<file path="src/supervisor_pkg.sv">
// Purpose : Shared constants and state types for the supply supervisor
// Assumes : 100 MHz system clock, comparator results arrive as logic levels
// Notes   : Long cycle counts are derived here and overridable at the top
`default_nettype none

package supervisor_pkg;

  ////////////////////////////////////////////////////////////////////////////
  // Timing figures in their own units
  localparam int CLK_PERIOD_NS   = 10;    // System clock period
  localparam int NS_PER_MS       = 1000000;
  localparam int RESET_PULSE_MS  = 200;   // Reset pulse length
  localparam int WDOG_TIMEOUT_MS = 1600;  // Watchdog timeout, 1.6 s

  // Derived cycle counts; both stay below 2^31 even at a 1 ns period
  localparam int RESET_PULSE_CYCLES = RESET_PULSE_MS * NS_PER_MS
                                      / CLK_PERIOD_NS;
  localparam int WDOG_TIMEOUT_CYCLES = WDOG_TIMEOUT_MS * NS_PER_MS
                                       / CLK_PERIOD_NS;

  ////////////////////////////////////////////////////////////////////////////
  // Counter width, wide enough for the watchdog timeout count
  localparam int CNT_W = 28;
  typedef logic [CNT_W-1:0] cnt_t;

  // Interval timer state
  typedef struct packed {
    cnt_t count;  // Cycles run since last clear
    logic done;   // Interval elapsed, sticky until clear
  } timer_state_t;

  localparam timer_state_t TIMER_STATE_RST = '{count: '0, done: 1'b0};

  // Supervisor control state
  typedef struct packed {
    logic kick_prev;  // Kick level seen last cycle
    logic armed;      // First kick edge seen since reset released or kick float ended
    logic reset_n;    // Registered reset output, low active
    logic expired_n;  // Registered watchdog expired output, low active
    logic fail_n;     // Registered power-fail flag, low active
  } sup_state_t;

  localparam sup_state_t SUP_STATE_RST = '{kick_prev: 1'b0, armed: 1'b0,
                                           reset_n: 1'b0, expired_n: 1'b1,
                                           fail_n: 1'b1};

endpackage

`default_nettype wire

</file>
<file path="src/interval_timer.sv">
// Purpose : Run-gated interval timer with clear, saturating at a sticky done flag
// Assumes : limit_in at least one cycle
// Notes   : Done rises limit_in cycles after clear drops with run high
`timescale 1ns/1ps
`default_nettype none

module interval_timer
(
  input  wire logic                      clk_sys_in,  // System clock
  input  wire logic                      rst_n_in,    // Async reset, low
  input  wire supervisor_pkg::cnt_t      limit_in,    // Interval in cycles
  input  wire logic                      clear_in,    // Restart from zero
  input  wire logic                      run_in,      // Count this cycle
  output logic                           done_out     // Interval elapsed
);

  supervisor_pkg::timer_state_t state_q;  // Registered state
  supervisor_pkg::timer_state_t state_d;  // Next state

  ////////////////////////////////////////////////////////////////////////////
  // Next state: clear wins, then count until the terminal value
  always_comb
  begin
    state_d = state_q;
    if (clear_in)
    begin
      // Clear restarts the interval and drops done
      state_d = supervisor_pkg::TIMER_STATE_RST;
    end
    else if (run_in && !state_q.done)
    begin
      // Saturate at done so an expiry stays visible
      if (state_q.count == limit_in - supervisor_pkg::cnt_t'(1))
      begin
        state_d.done = 1'b1;
      end
      else
      begin
        state_d.count = state_q.count + supervisor_pkg::cnt_t'(1);
      end
    end
  end

  // State register
  always_ff @(posedge clk_sys_in or negedge rst_n_in)
  begin
    if (!rst_n_in)
    begin
      state_q <= supervisor_pkg::TIMER_STATE_RST;
    end
    else
    begin
      state_q <= state_d;
    end
  end

  assign done_out = state_q.done;

endmodule // interval_timer

`default_nettype wire

</file>
<file path="src/supervisor_reset_watchdog.sv">
// Purpose : Reset generator, watchdog and power-fail flag of a supervisor
// Assumes : Comparator results and pin states arrive synchronous to clock
// Notes   : Float and drive-present inputs stand in for analog pin sensing
`timescale 1ns/1ps
`default_nettype none

module supervisor_reset_watchdog
#(
  parameter int RESET_CYCLES = supervisor_pkg::RESET_PULSE_CYCLES,
  parameter int WDOG_CYCLES  = supervisor_pkg::WDOG_TIMEOUT_CYCLES
)
(
  input  wire logic clk_sys_in,                // Time base, 100 MHz
  input  wire logic rst_n_in,                  // Async reset, low
  input  wire logic supply_low_in,             // Supply below threshold
  input  wire logic power_fail_below_in,       // Sense below reference
  input  wire logic manual_reset_request_n_in, // Manual reset level
  input  wire logic manual_reset_driven_in,    // Something drives the pin
  input  wire logic watchdog_kick_in,          // Kick level
  input  wire logic watchdog_kick_float_in,    // Kick pin three-stated
  output logic      reset_n_out,               // Reset, low active
  output logic      reset_out,                 // Reset, high active
  output logic      watchdog_expired_n_out,    // Watchdog expired, low
  output logic      power_fail_flag_n_out      // Power-fail flag, low
);

  ////////////////////////////////////////////////////////////////////////////
  // Declarations
  supervisor_pkg::sup_state_t state_q;  // Registered state
  supervisor_pkg::sup_state_t state_d;  // Next state
  logic manual_n_eff; // Manual reset after pull-up resolution
  logic rst_cause;   // A reset source is active now
  logic rst_done;    // Reset interval elapsed since last cause
  logic kick_edge;   // Rising or falling edge on a driven kick
  logic wd_clear;    // Watchdog timer clear
  logic wd_done;     // Watchdog interval elapsed

  ////////////////////////////////////////////////////////////////////////////
  // Source decode
  // pull-up resolves undriven pin
  assign manual_n_eff = manual_reset_driven_in ? manual_reset_request_n_in
                                               : 1'b1;
  assign rst_cause = supply_low_in | ~manual_n_eff;

  // Edge on the kick; a floating pin carries no activity
  assign kick_edge = ~watchdog_kick_float_in
                     & (watchdog_kick_in != state_q.kick_prev);

  // clear on reset, float, edge or while unarmed
  assign wd_clear = ~state_q.reset_n | watchdog_kick_float_in | kick_edge
                    | ~state_q.armed;

  ////////////////////////////////////////////////////////////////////////////
  // Reset interval timer, restarted for as long as any cause holds
  // pulse length from counted time base
  interval_timer u_reset_timer
  (
    .clk_sys_in (clk_sys_in),
    .rst_n_in   (rst_n_in),
    .limit_in   (supervisor_pkg::cnt_t'(RESET_CYCLES)),
    .clear_in   (rst_cause),
    .run_in     (1'b1),
    .done_out   (rst_done)
  );

  // Watchdog timer; runs only once armed by a kick edge
  // parameterised watchdog count
  interval_timer u_wdog_timer
  (
    .clk_sys_in (clk_sys_in),
    .rst_n_in   (rst_n_in),
    .limit_in   (supervisor_pkg::cnt_t'(WDOG_CYCLES)),
    .clear_in   (wd_clear),
    .run_in     (state_q.armed),
    .done_out   (wd_done)
  );

  ////////////////////////////////////////////////////////////////////////////
  // Next state
  always_comb
  begin
    state_d           = state_q;
    state_d.kick_prev = watchdog_kick_in;
    if (!state_q.reset_n || watchdog_kick_float_in)
    begin
      state_d.armed = 1'b0;
    end
    else if (kick_edge)
    begin
      state_d.armed = 1'b1;
    end
    state_d.reset_n = rst_done & ~rst_cause;
    state_d.expired_n = ~(wd_done | supply_low_in);
    state_d.fail_n    = ~power_fail_below_in;
  end

  // State register; every output comes from here
  always_ff @(posedge clk_sys_in or negedge rst_n_in)
  begin
    if (!rst_n_in)
    begin
      state_q <= supervisor_pkg::SUP_STATE_RST;
    end
    else
    begin
      state_q <= state_d;
    end
  end

  ////////////////////////////////////////////////////////////////////////////
  // Outputs
  assign reset_n_out            = state_q.reset_n;
  assign reset_out              = ~state_q.reset_n;
  assign watchdog_expired_n_out = state_q.expired_n;
  assign power_fail_flag_n_out  = state_q.fail_n;

  ////////////////////////////////////////////////////////////////////////////
  // Checks
  manual_trig_a: assert property (
    @(posedge clk_sys_in) disable iff (!rst_n_in)
    !manual_n_eff |=> !reset_n_out)
    else $error("Manual reset did not assert reset");

  fail_flag_a: assert property (
    @(posedge clk_sys_in) disable iff (!rst_n_in)
    power_fail_below_in |=> !power_fail_flag_n_out)
    else $error("Power-fail flag not low with sense below");

  expire_out_a: assert property (
    @(posedge clk_sys_in) disable iff (!rst_n_in)
    wd_done |=> !watchdog_expired_n_out)
    else $error("Watchdog expiry not shown");

  float_disarm_a: assert property (
    @(posedge clk_sys_in) disable iff (!rst_n_in)
    watchdog_kick_float_in |=> !state_q.armed ##1 !wd_done)
    else $error("Floating kick left watchdog running");

  clear_timer_a: assert property (
    @(posedge clk_sys_in) disable iff (!rst_n_in)
    (kick_edge || !reset_n_out) |=> !wd_done)
    else $error("Watchdog timer not cleared");

  supply_hold_a: assert property (
    @(posedge clk_sys_in) disable iff (!rst_n_in)
    supply_low_in |=> !reset_n_out)
    else $error("Reset released while supply low");

  release_hold_a: assert property (
    @(posedge clk_sys_in) disable iff (!rst_n_in)
    $rose(manual_n_eff) |-> !reset_n_out [*8])
    else $error("Reset ended too soon after release");

  no_wd_reset_a: assert property (
    @(posedge clk_sys_in) disable iff (!rst_n_in)
    (rst_done && manual_n_eff && !supply_low_in) |=> reset_n_out)
    else $error("Reset asserted without a reset source");

  expire_hold_a: assert property (
    @(posedge clk_sys_in) disable iff (!rst_n_in)
    (wd_done && !wd_clear) |=> wd_done)
    else $error("Expiry dropped without a clear");

  expired_supply_a: assert property (
    @(posedge clk_sys_in) disable iff (!rst_n_in)
    supply_low_in |=> !watchdog_expired_n_out)
    else $error("Expired output high with supply low");

  expired_release_a: assert property (
    @(posedge clk_sys_in) disable iff (!rst_n_in)
    (!supply_low_in && !wd_done) |=> watchdog_expired_n_out)
    else $error("Expired output stretched");

  reset_compl_a: assert property (
    @(posedge clk_sys_in) disable iff (!rst_n_in)
    reset_out == !reset_n_out)
    else $error("Reset outputs not complementary");

  arm_edge_a: assert property (
    @(posedge clk_sys_in) disable iff (!rst_n_in)
    (kick_edge && reset_n_out) |=> state_q.armed)
    else $error("Kick edge did not arm the watchdog");

  // Any cause gives a pulse well beyond a handful of cycles
  pulse_min_a: assert property (
    @(posedge clk_sys_in) disable iff (!rst_n_in)
    rst_cause |=> !reset_n_out [*8])
    else $error("Reset pulse shorter than minimum");

  // A brownout inside a pulse must not cut it short
  brownout_hold_a: assert property (
    @(posedge clk_sys_in) disable iff (!rst_n_in)
    (supply_low_in && !reset_n_out) |=> !reset_n_out [*8])
    else $error("Brownout cut the reset pulse short");

endmodule // supervisor_reset_watchdog

`default_nettype wire

</file>
<file path="config.mk">
export PLATFORM = sky130hd
export DESIGN_NAME = supervisor_reset_watchdog
export DESIGN_NICKNAME = d
export VERILOG_FILES = /design/src/supervisor_pkg.sv /design/src/interval_timer.sv /design/src/supervisor_reset_watchdog.sv
export SDC_FILE = /design/constraint.sdc
export NUM_CORES = 1
export LEC_CHECK = 0
export BUFFER_PORTS_ARGS = -buffer_cell sky130_fd_sc_hd__buf_2
export CAP_MARGIN = 20
export CORE_UTILIZATION = 25
export CTS_CLUSTER_DIAMETER = 60
export DETAILED_ROUTE_END_ITERATION = 8
export PLACE_DENSITY_LB_ADDON = 0.3
export SLEW_MARGIN = 0
export SYNTH_ARGS = -nofsm -noshare
export SYNTH_HDL_FRONTEND = slang
export SYNTH_SLANG_ARGS = --single-unit
</file>
<file path="constraint.sdc">
create_clock -name clk_sys_in -period 2 [get_ports clk_sys_in]
set_input_delay 0.1 -clock clk_sys_in [delete_from_list [all_inputs] [get_ports clk_sys_in]]
set_output_delay 0.1 -clock clk_sys_in [all_outputs]
set_load 0.05 [all_outputs]
</file>
==> impl_summary.txt <==
----------------------------------------------------
[Outcome]
  Violated checks ... negative setup slack
  Run status ... finished, violations left

[Global routing]
  Met3 routing resource usage after global routing ... 3.09%
  First-pass GRT wire length ... 15,700 microns
  Met2 GRT Util ... around 23%
  Number of antenna violations at the first check in global routing ... 0
  Most utilized layer in the global route result ... met2
  All-Layer GR Usage ... between 10% and 20%
  Pin count of the biggest net entering global routing ... 49
  Via count of the first global-routing pass ... 3,154
  Global Route met1 Usage ... approximately 18%
  Aggregate global routing overflow ... 0

[Synth]
  Number of enable flip-flop cells after synthesis ... 0
  Top FF cell, synth ... sky130_fd_sc_hd__dfrtp_1
  Count of yosys warnings during synthesis ... 0
  Mean cell area of the mapped netlist ... around 9 sq um
  Fraction of synthesized cell area taken by the top area cell type ... 43.8%
  Main combinational cell family by area after synthesis ... simple AND/OR/NAND/NOR gates
  Compound-Gate Fraction of Synth Area ... between 10% and 20%
  Post-synthesis share of cell area spent on xor and xnor gates ... under 10%
  Unique masters post-synth ... between 40 and 50
  Biggest area contributors in the synthesized netlist ... sky130_fd_sc_hd__dfrtp_1 44%, sky130_fd_sc_hd__o31ai_1 4.3%, sky130_fd_sc_hd__a21oi_1 3.9%, sky130_fd_sc_hd__nand3_1 3.9%, sky130_fd_sc_hd__or4_1 3.4%
  Cell count after synthesis ... 376
  Synth cell count leaders ... 61 x sky130_fd_sc_hd__dfrtp_1, 29 x sky130_fd_sc_hd__nand2_1, 27 x sky130_fd_sc_hd__a21oi_1, 27 x sky130_fd_sc_hd__nand3_1
  Fraction of registers with async set/reset ... 100%
  Area fraction in and, or, nand and nor cells after synthesis ... between 20 and 30%
  Adder and majority cell fraction of the synthesized area ... less than 1%
  Total of flip-flops plus latches after synthesis ... 63
  Multiplexer share of the synthesized area ... less than 1%
  Cell with the most instances after synthesis ... sky130_fd_sc_hd__dfrtp_1
  Syn Nets ... 386
  Library cell occupying the most area in the post-synthesis netlist ... sky130_fd_sc_hd__dfrtp_1
  Netlist area before placement ... about 0.0035 sq mm
  Fraction of the yosys area taken by sequential cells ... between 40% and 50%

[STA]
  Number of max-slew violations in the final report ... 0
  Setup repair after global routing missed its margin ... true
  Share of the clock period used by the worst path ... 101%
  Final setup viols ... 2
  Worst-case clock skew ... between 6 and 7 ps
  Fmax ... 0.495 GHz
  Relative slew slack ... 47.3%
  Hold Fails Final Rpt ... 0
  Period minus WS final ... 2020 ps
  Slew at the pin closest to its max-slew limit ... around 800 ps
  Fin worst setup slack ... -20.2 ps

[Clock network]
  Clock-pin slew reported for the worst setup and hold paths after clock tree synthesis ... 50 ps
  Clock Sink Count ... 63
  Source-to-sink clock delay at the later pin of the worst-skew pair ... 320 ps
  CTS H-Tree Depth ... 3
  TritonCTS buffer count ... 9
  CTS tree ... yes
  Clk root buf ... sky130_fd_sc_hd__clkbuf_16
  Maximum root-to-sink buffer count ... 2

[Routing]
  Post-DR wirelength/cell ... approximately 15 microns
  Count of antenna-violating nets left after detailed routing ... 0
  Number of vias per cell ... about 5.2
  Post-detailed-route DRC marker count ... 0
  DR iter-0 viols ... between 150 and 200
  Routed Wire Length ... between 9000 and 10,000 microns
  Router iterations before antenna repair ... 4
  Vias ... roughly 3,200

[Floorplanning]
  I/O pin cnt ... 12
  Vertical die dimension ... approximately 120 microns
  Die footprint ... 0.0144 sq mm
  Core outline area ... around 0.013 sq mm
  Initial Utilization ... between 20% and 30%
  Die extent in x ... about 120 microns
  Number of standard-cell rows in the floorplan ... 42

[Worst hold path]
  Number of cells traversed by the worst hold path ... 3
  Path type of the worst min-delay path ... input pin to flip-flop

[Place]
  Count of buffers from port buffering ... 11
  Gpl congestion ... between 0.7 and 0.8
  Cell count after placement ... ~600
  DPL Wire Length ... 6330 microns
  Post-place instance area ... 0.00406 sq mm

[Cells and area]
  Number of antenna cells inserted ... 0
  Final net count ... 451
  Area added between synthesis and finish ... 35.2%
  Fin cells ... 620
  Number of fillers in the final layout ... approximately 1,400
  Final instance area ... between 0.004 and 0.005 sq mm
  Area of combinational cells with multiple inputs ... 0.00196 sq mm
  Sequential cell area ... roughly 0.0016 sq mm
  Proportion of layout cells with a drive suffix above 1 ... 29.1%

[Critical path]
  Type of origin of the critical path ... flip-flop
  CP Capture Type ... flip-flop
  Arrival time worst endpoint ... roughly 2300 ps
  Kind of critical path ... flip-flop to flip-flop
  Worst R2R Path Depth ... 9
  R2R Setup Slk ... -20 ps
  Critical path peak fanout ... 7
  Worst Path Required ... 2250 ps

[Power]
  PwrDens ... about 600 mW/mm^2
  Largest voltage drop on the vdd net ... approximately 0.42 mV
  Total leakage power ... ~1.9 nW

[Job]
  Max-cap violation count ... 0

----------------------------------------------------
==> routing by layer <==
metal	vias to the layer above	wire, microns
met5	-	0
met4	0	91
met3	7	361
met2	55	4600
met1	1622	4300
li1	1558	-
==> final timing paths <==
path,endpoint,start
worst max-delay path,u_reset_timer.state_q[15]$_DFFE_PN0P_,u_reset_timer.state_q[1]$_DFFE_PN0P_
worst min-delay path,state_q[3]$_DFFE_PN0P_,watchdog_kick_float_in
worst max register to register,u_reset_timer.state_q[15]$_DFFE_PN0P_,u_reset_timer.state_q[1]$_DFFE_PN0P_
worst min register to register,u_reset_timer.state_q[3]$_DFFE_PN0P_,u_reset_timer.state_q[3]$_DFFE_PN0P_
max in group asynchronous,power_fail_flag_n_out$_DFF_PN1_,rst_n_in
min in group asynchronous,u_wdog_timer.state_q[16]$_DFFE_PN0P_,rst_n_in
==> registers in the layout (all words and copies together) (netlist names) <==
register	count
u_reset_timer.state_q	28
u_wdog_timer.state_q	28
u_wdog_timer.done_out	1
state_q	2
power_fail_flag_n_out	1
u_reset_timer.done_out	1
watchdog_expired_n_out	1
reset_n_out	1
==> stage by stage <==
stage	power (mW)	utilization (%)	TNS (ps)	hold slack, ps	setup WS, ps
6_report	2.82	35.1	-21.7	61.6	-20.2
5_1_grt	2.92	35.1	-2330	96.1	-107
4_1_cts	2.85	33.0	0	52.4	5.33
3_5_place_dp	1.42	30.3	-3750	64.4	-206
3_3_place_gp	1.41	30.3	-3650	47.5	-203
2_1_floorplan	1.36	-	0	-196	29.5
==> worst max-delay path: stages (launching register included) <==
cell and delay [ps]:
sky130_fd_sc_hd__dfrtp_1 390, sky130_fd_sc_hd__ha_2 190, sky130_fd_sc_hd__and4_4 150, sky130_fd_sc_hd__nand4_1 110, sky130_fd_sc_hd__buf_4 140, sky130_fd_sc_hd__nor4_4 30
sky130_fd_sc_hd__buf_6 150, sky130_fd_sc_hd__clkbuf_16 150, sky130_fd_sc_hd__or4_1 460, sky130_fd_sc_hd__a21oi_1 160
==> what timing repair did <==
action	CTS	global route
hold buffers	4	0
pin swaps	8	31
hold endpoints to repair	18	0
resized for setup	8	49
buffers inserted	4	4
endpoints found under the setup margin	32	46
cloned	0	2
==> layout by cell type (no fill, tap or decap), types with 4 or more instances in the layout <==
cell                            count
sky130_fd_sc_hd__and2_1             5
sky130_fd_sc_hd__nor4bb_1           4
sky130_fd_sc_hd__o21ai_0           12
sky130_fd_sc_hd__and3_1             7
sky130_fd_sc_hd__clkbuf_16         11
sky130_fd_sc_hd__nand3_1           25
sky130_fd_sc_hd__nor2b_1            4
sky130_fd_sc_hd__nand4_1           11
sky130_fd_sc_hd__a22o_1             5
sky130_fd_sc_hd__o31ai_1           16
sky130_fd_sc_hd__buf_6              7
sky130_fd_sc_hd__nor3_1             7
sky130_fd_sc_hd__xnor2_1            5
sky130_fd_sc_hd__and4_1             6
sky130_fd_sc_hd__a31oi_1            7
sky130_fd_sc_hd__buf_2             11
sky130_fd_sc_hd__or3_1             14
sky130_fd_sc_hd__inv_1             13
sky130_fd_sc_hd__dlygate4sd3_1      4
sky130_fd_sc_hd__nor4_4             4
sky130_fd_sc_hd__o21ai_1            6
sky130_fd_sc_hd__or4_1              9
sky130_fd_sc_hd__or4_4              7
sky130_fd_sc_hd__a21oi_1           17
sky130_fd_sc_hd__dfrtp_1           58
sky130_fd_sc_hd__a21oi_2           10
sky130_fd_sc_hd__nor2_1            19
sky130_fd_sc_hd__nand2_1           29
sky130_fd_sc_hd__xor2_1             5
sky130_fd_sc_hd__buf_4             45
==> area by class of cell <==
cell class,instances,area share (%)
multi-input combinational,280,41.7
timing repair buffer,72,13.1
sequential,63,33.6
inverter,15,1.28
tap,176,4.68
clock inverter,1,0.106
clock buffer,13,5.53
==> power by group <==
part | switching (mW) | internal (mW)
Clock | 0.525 | 0.890
Sequential | 0.00411 | 1.28
Combinational | 0.0755 | 0.0388
==> cells by family after synthesis <==
| logic type | Yosys count |
|---|---|
| simple gates | 171 |
| fa+ha+maj | 2 |
| xor+xnor | 10 |
| flops | 63 |
| compound gates | 96 |
| buf+inv | 33 |
| mux | 1 |
No activity file was read; power rests on OpenSTA's default activity.
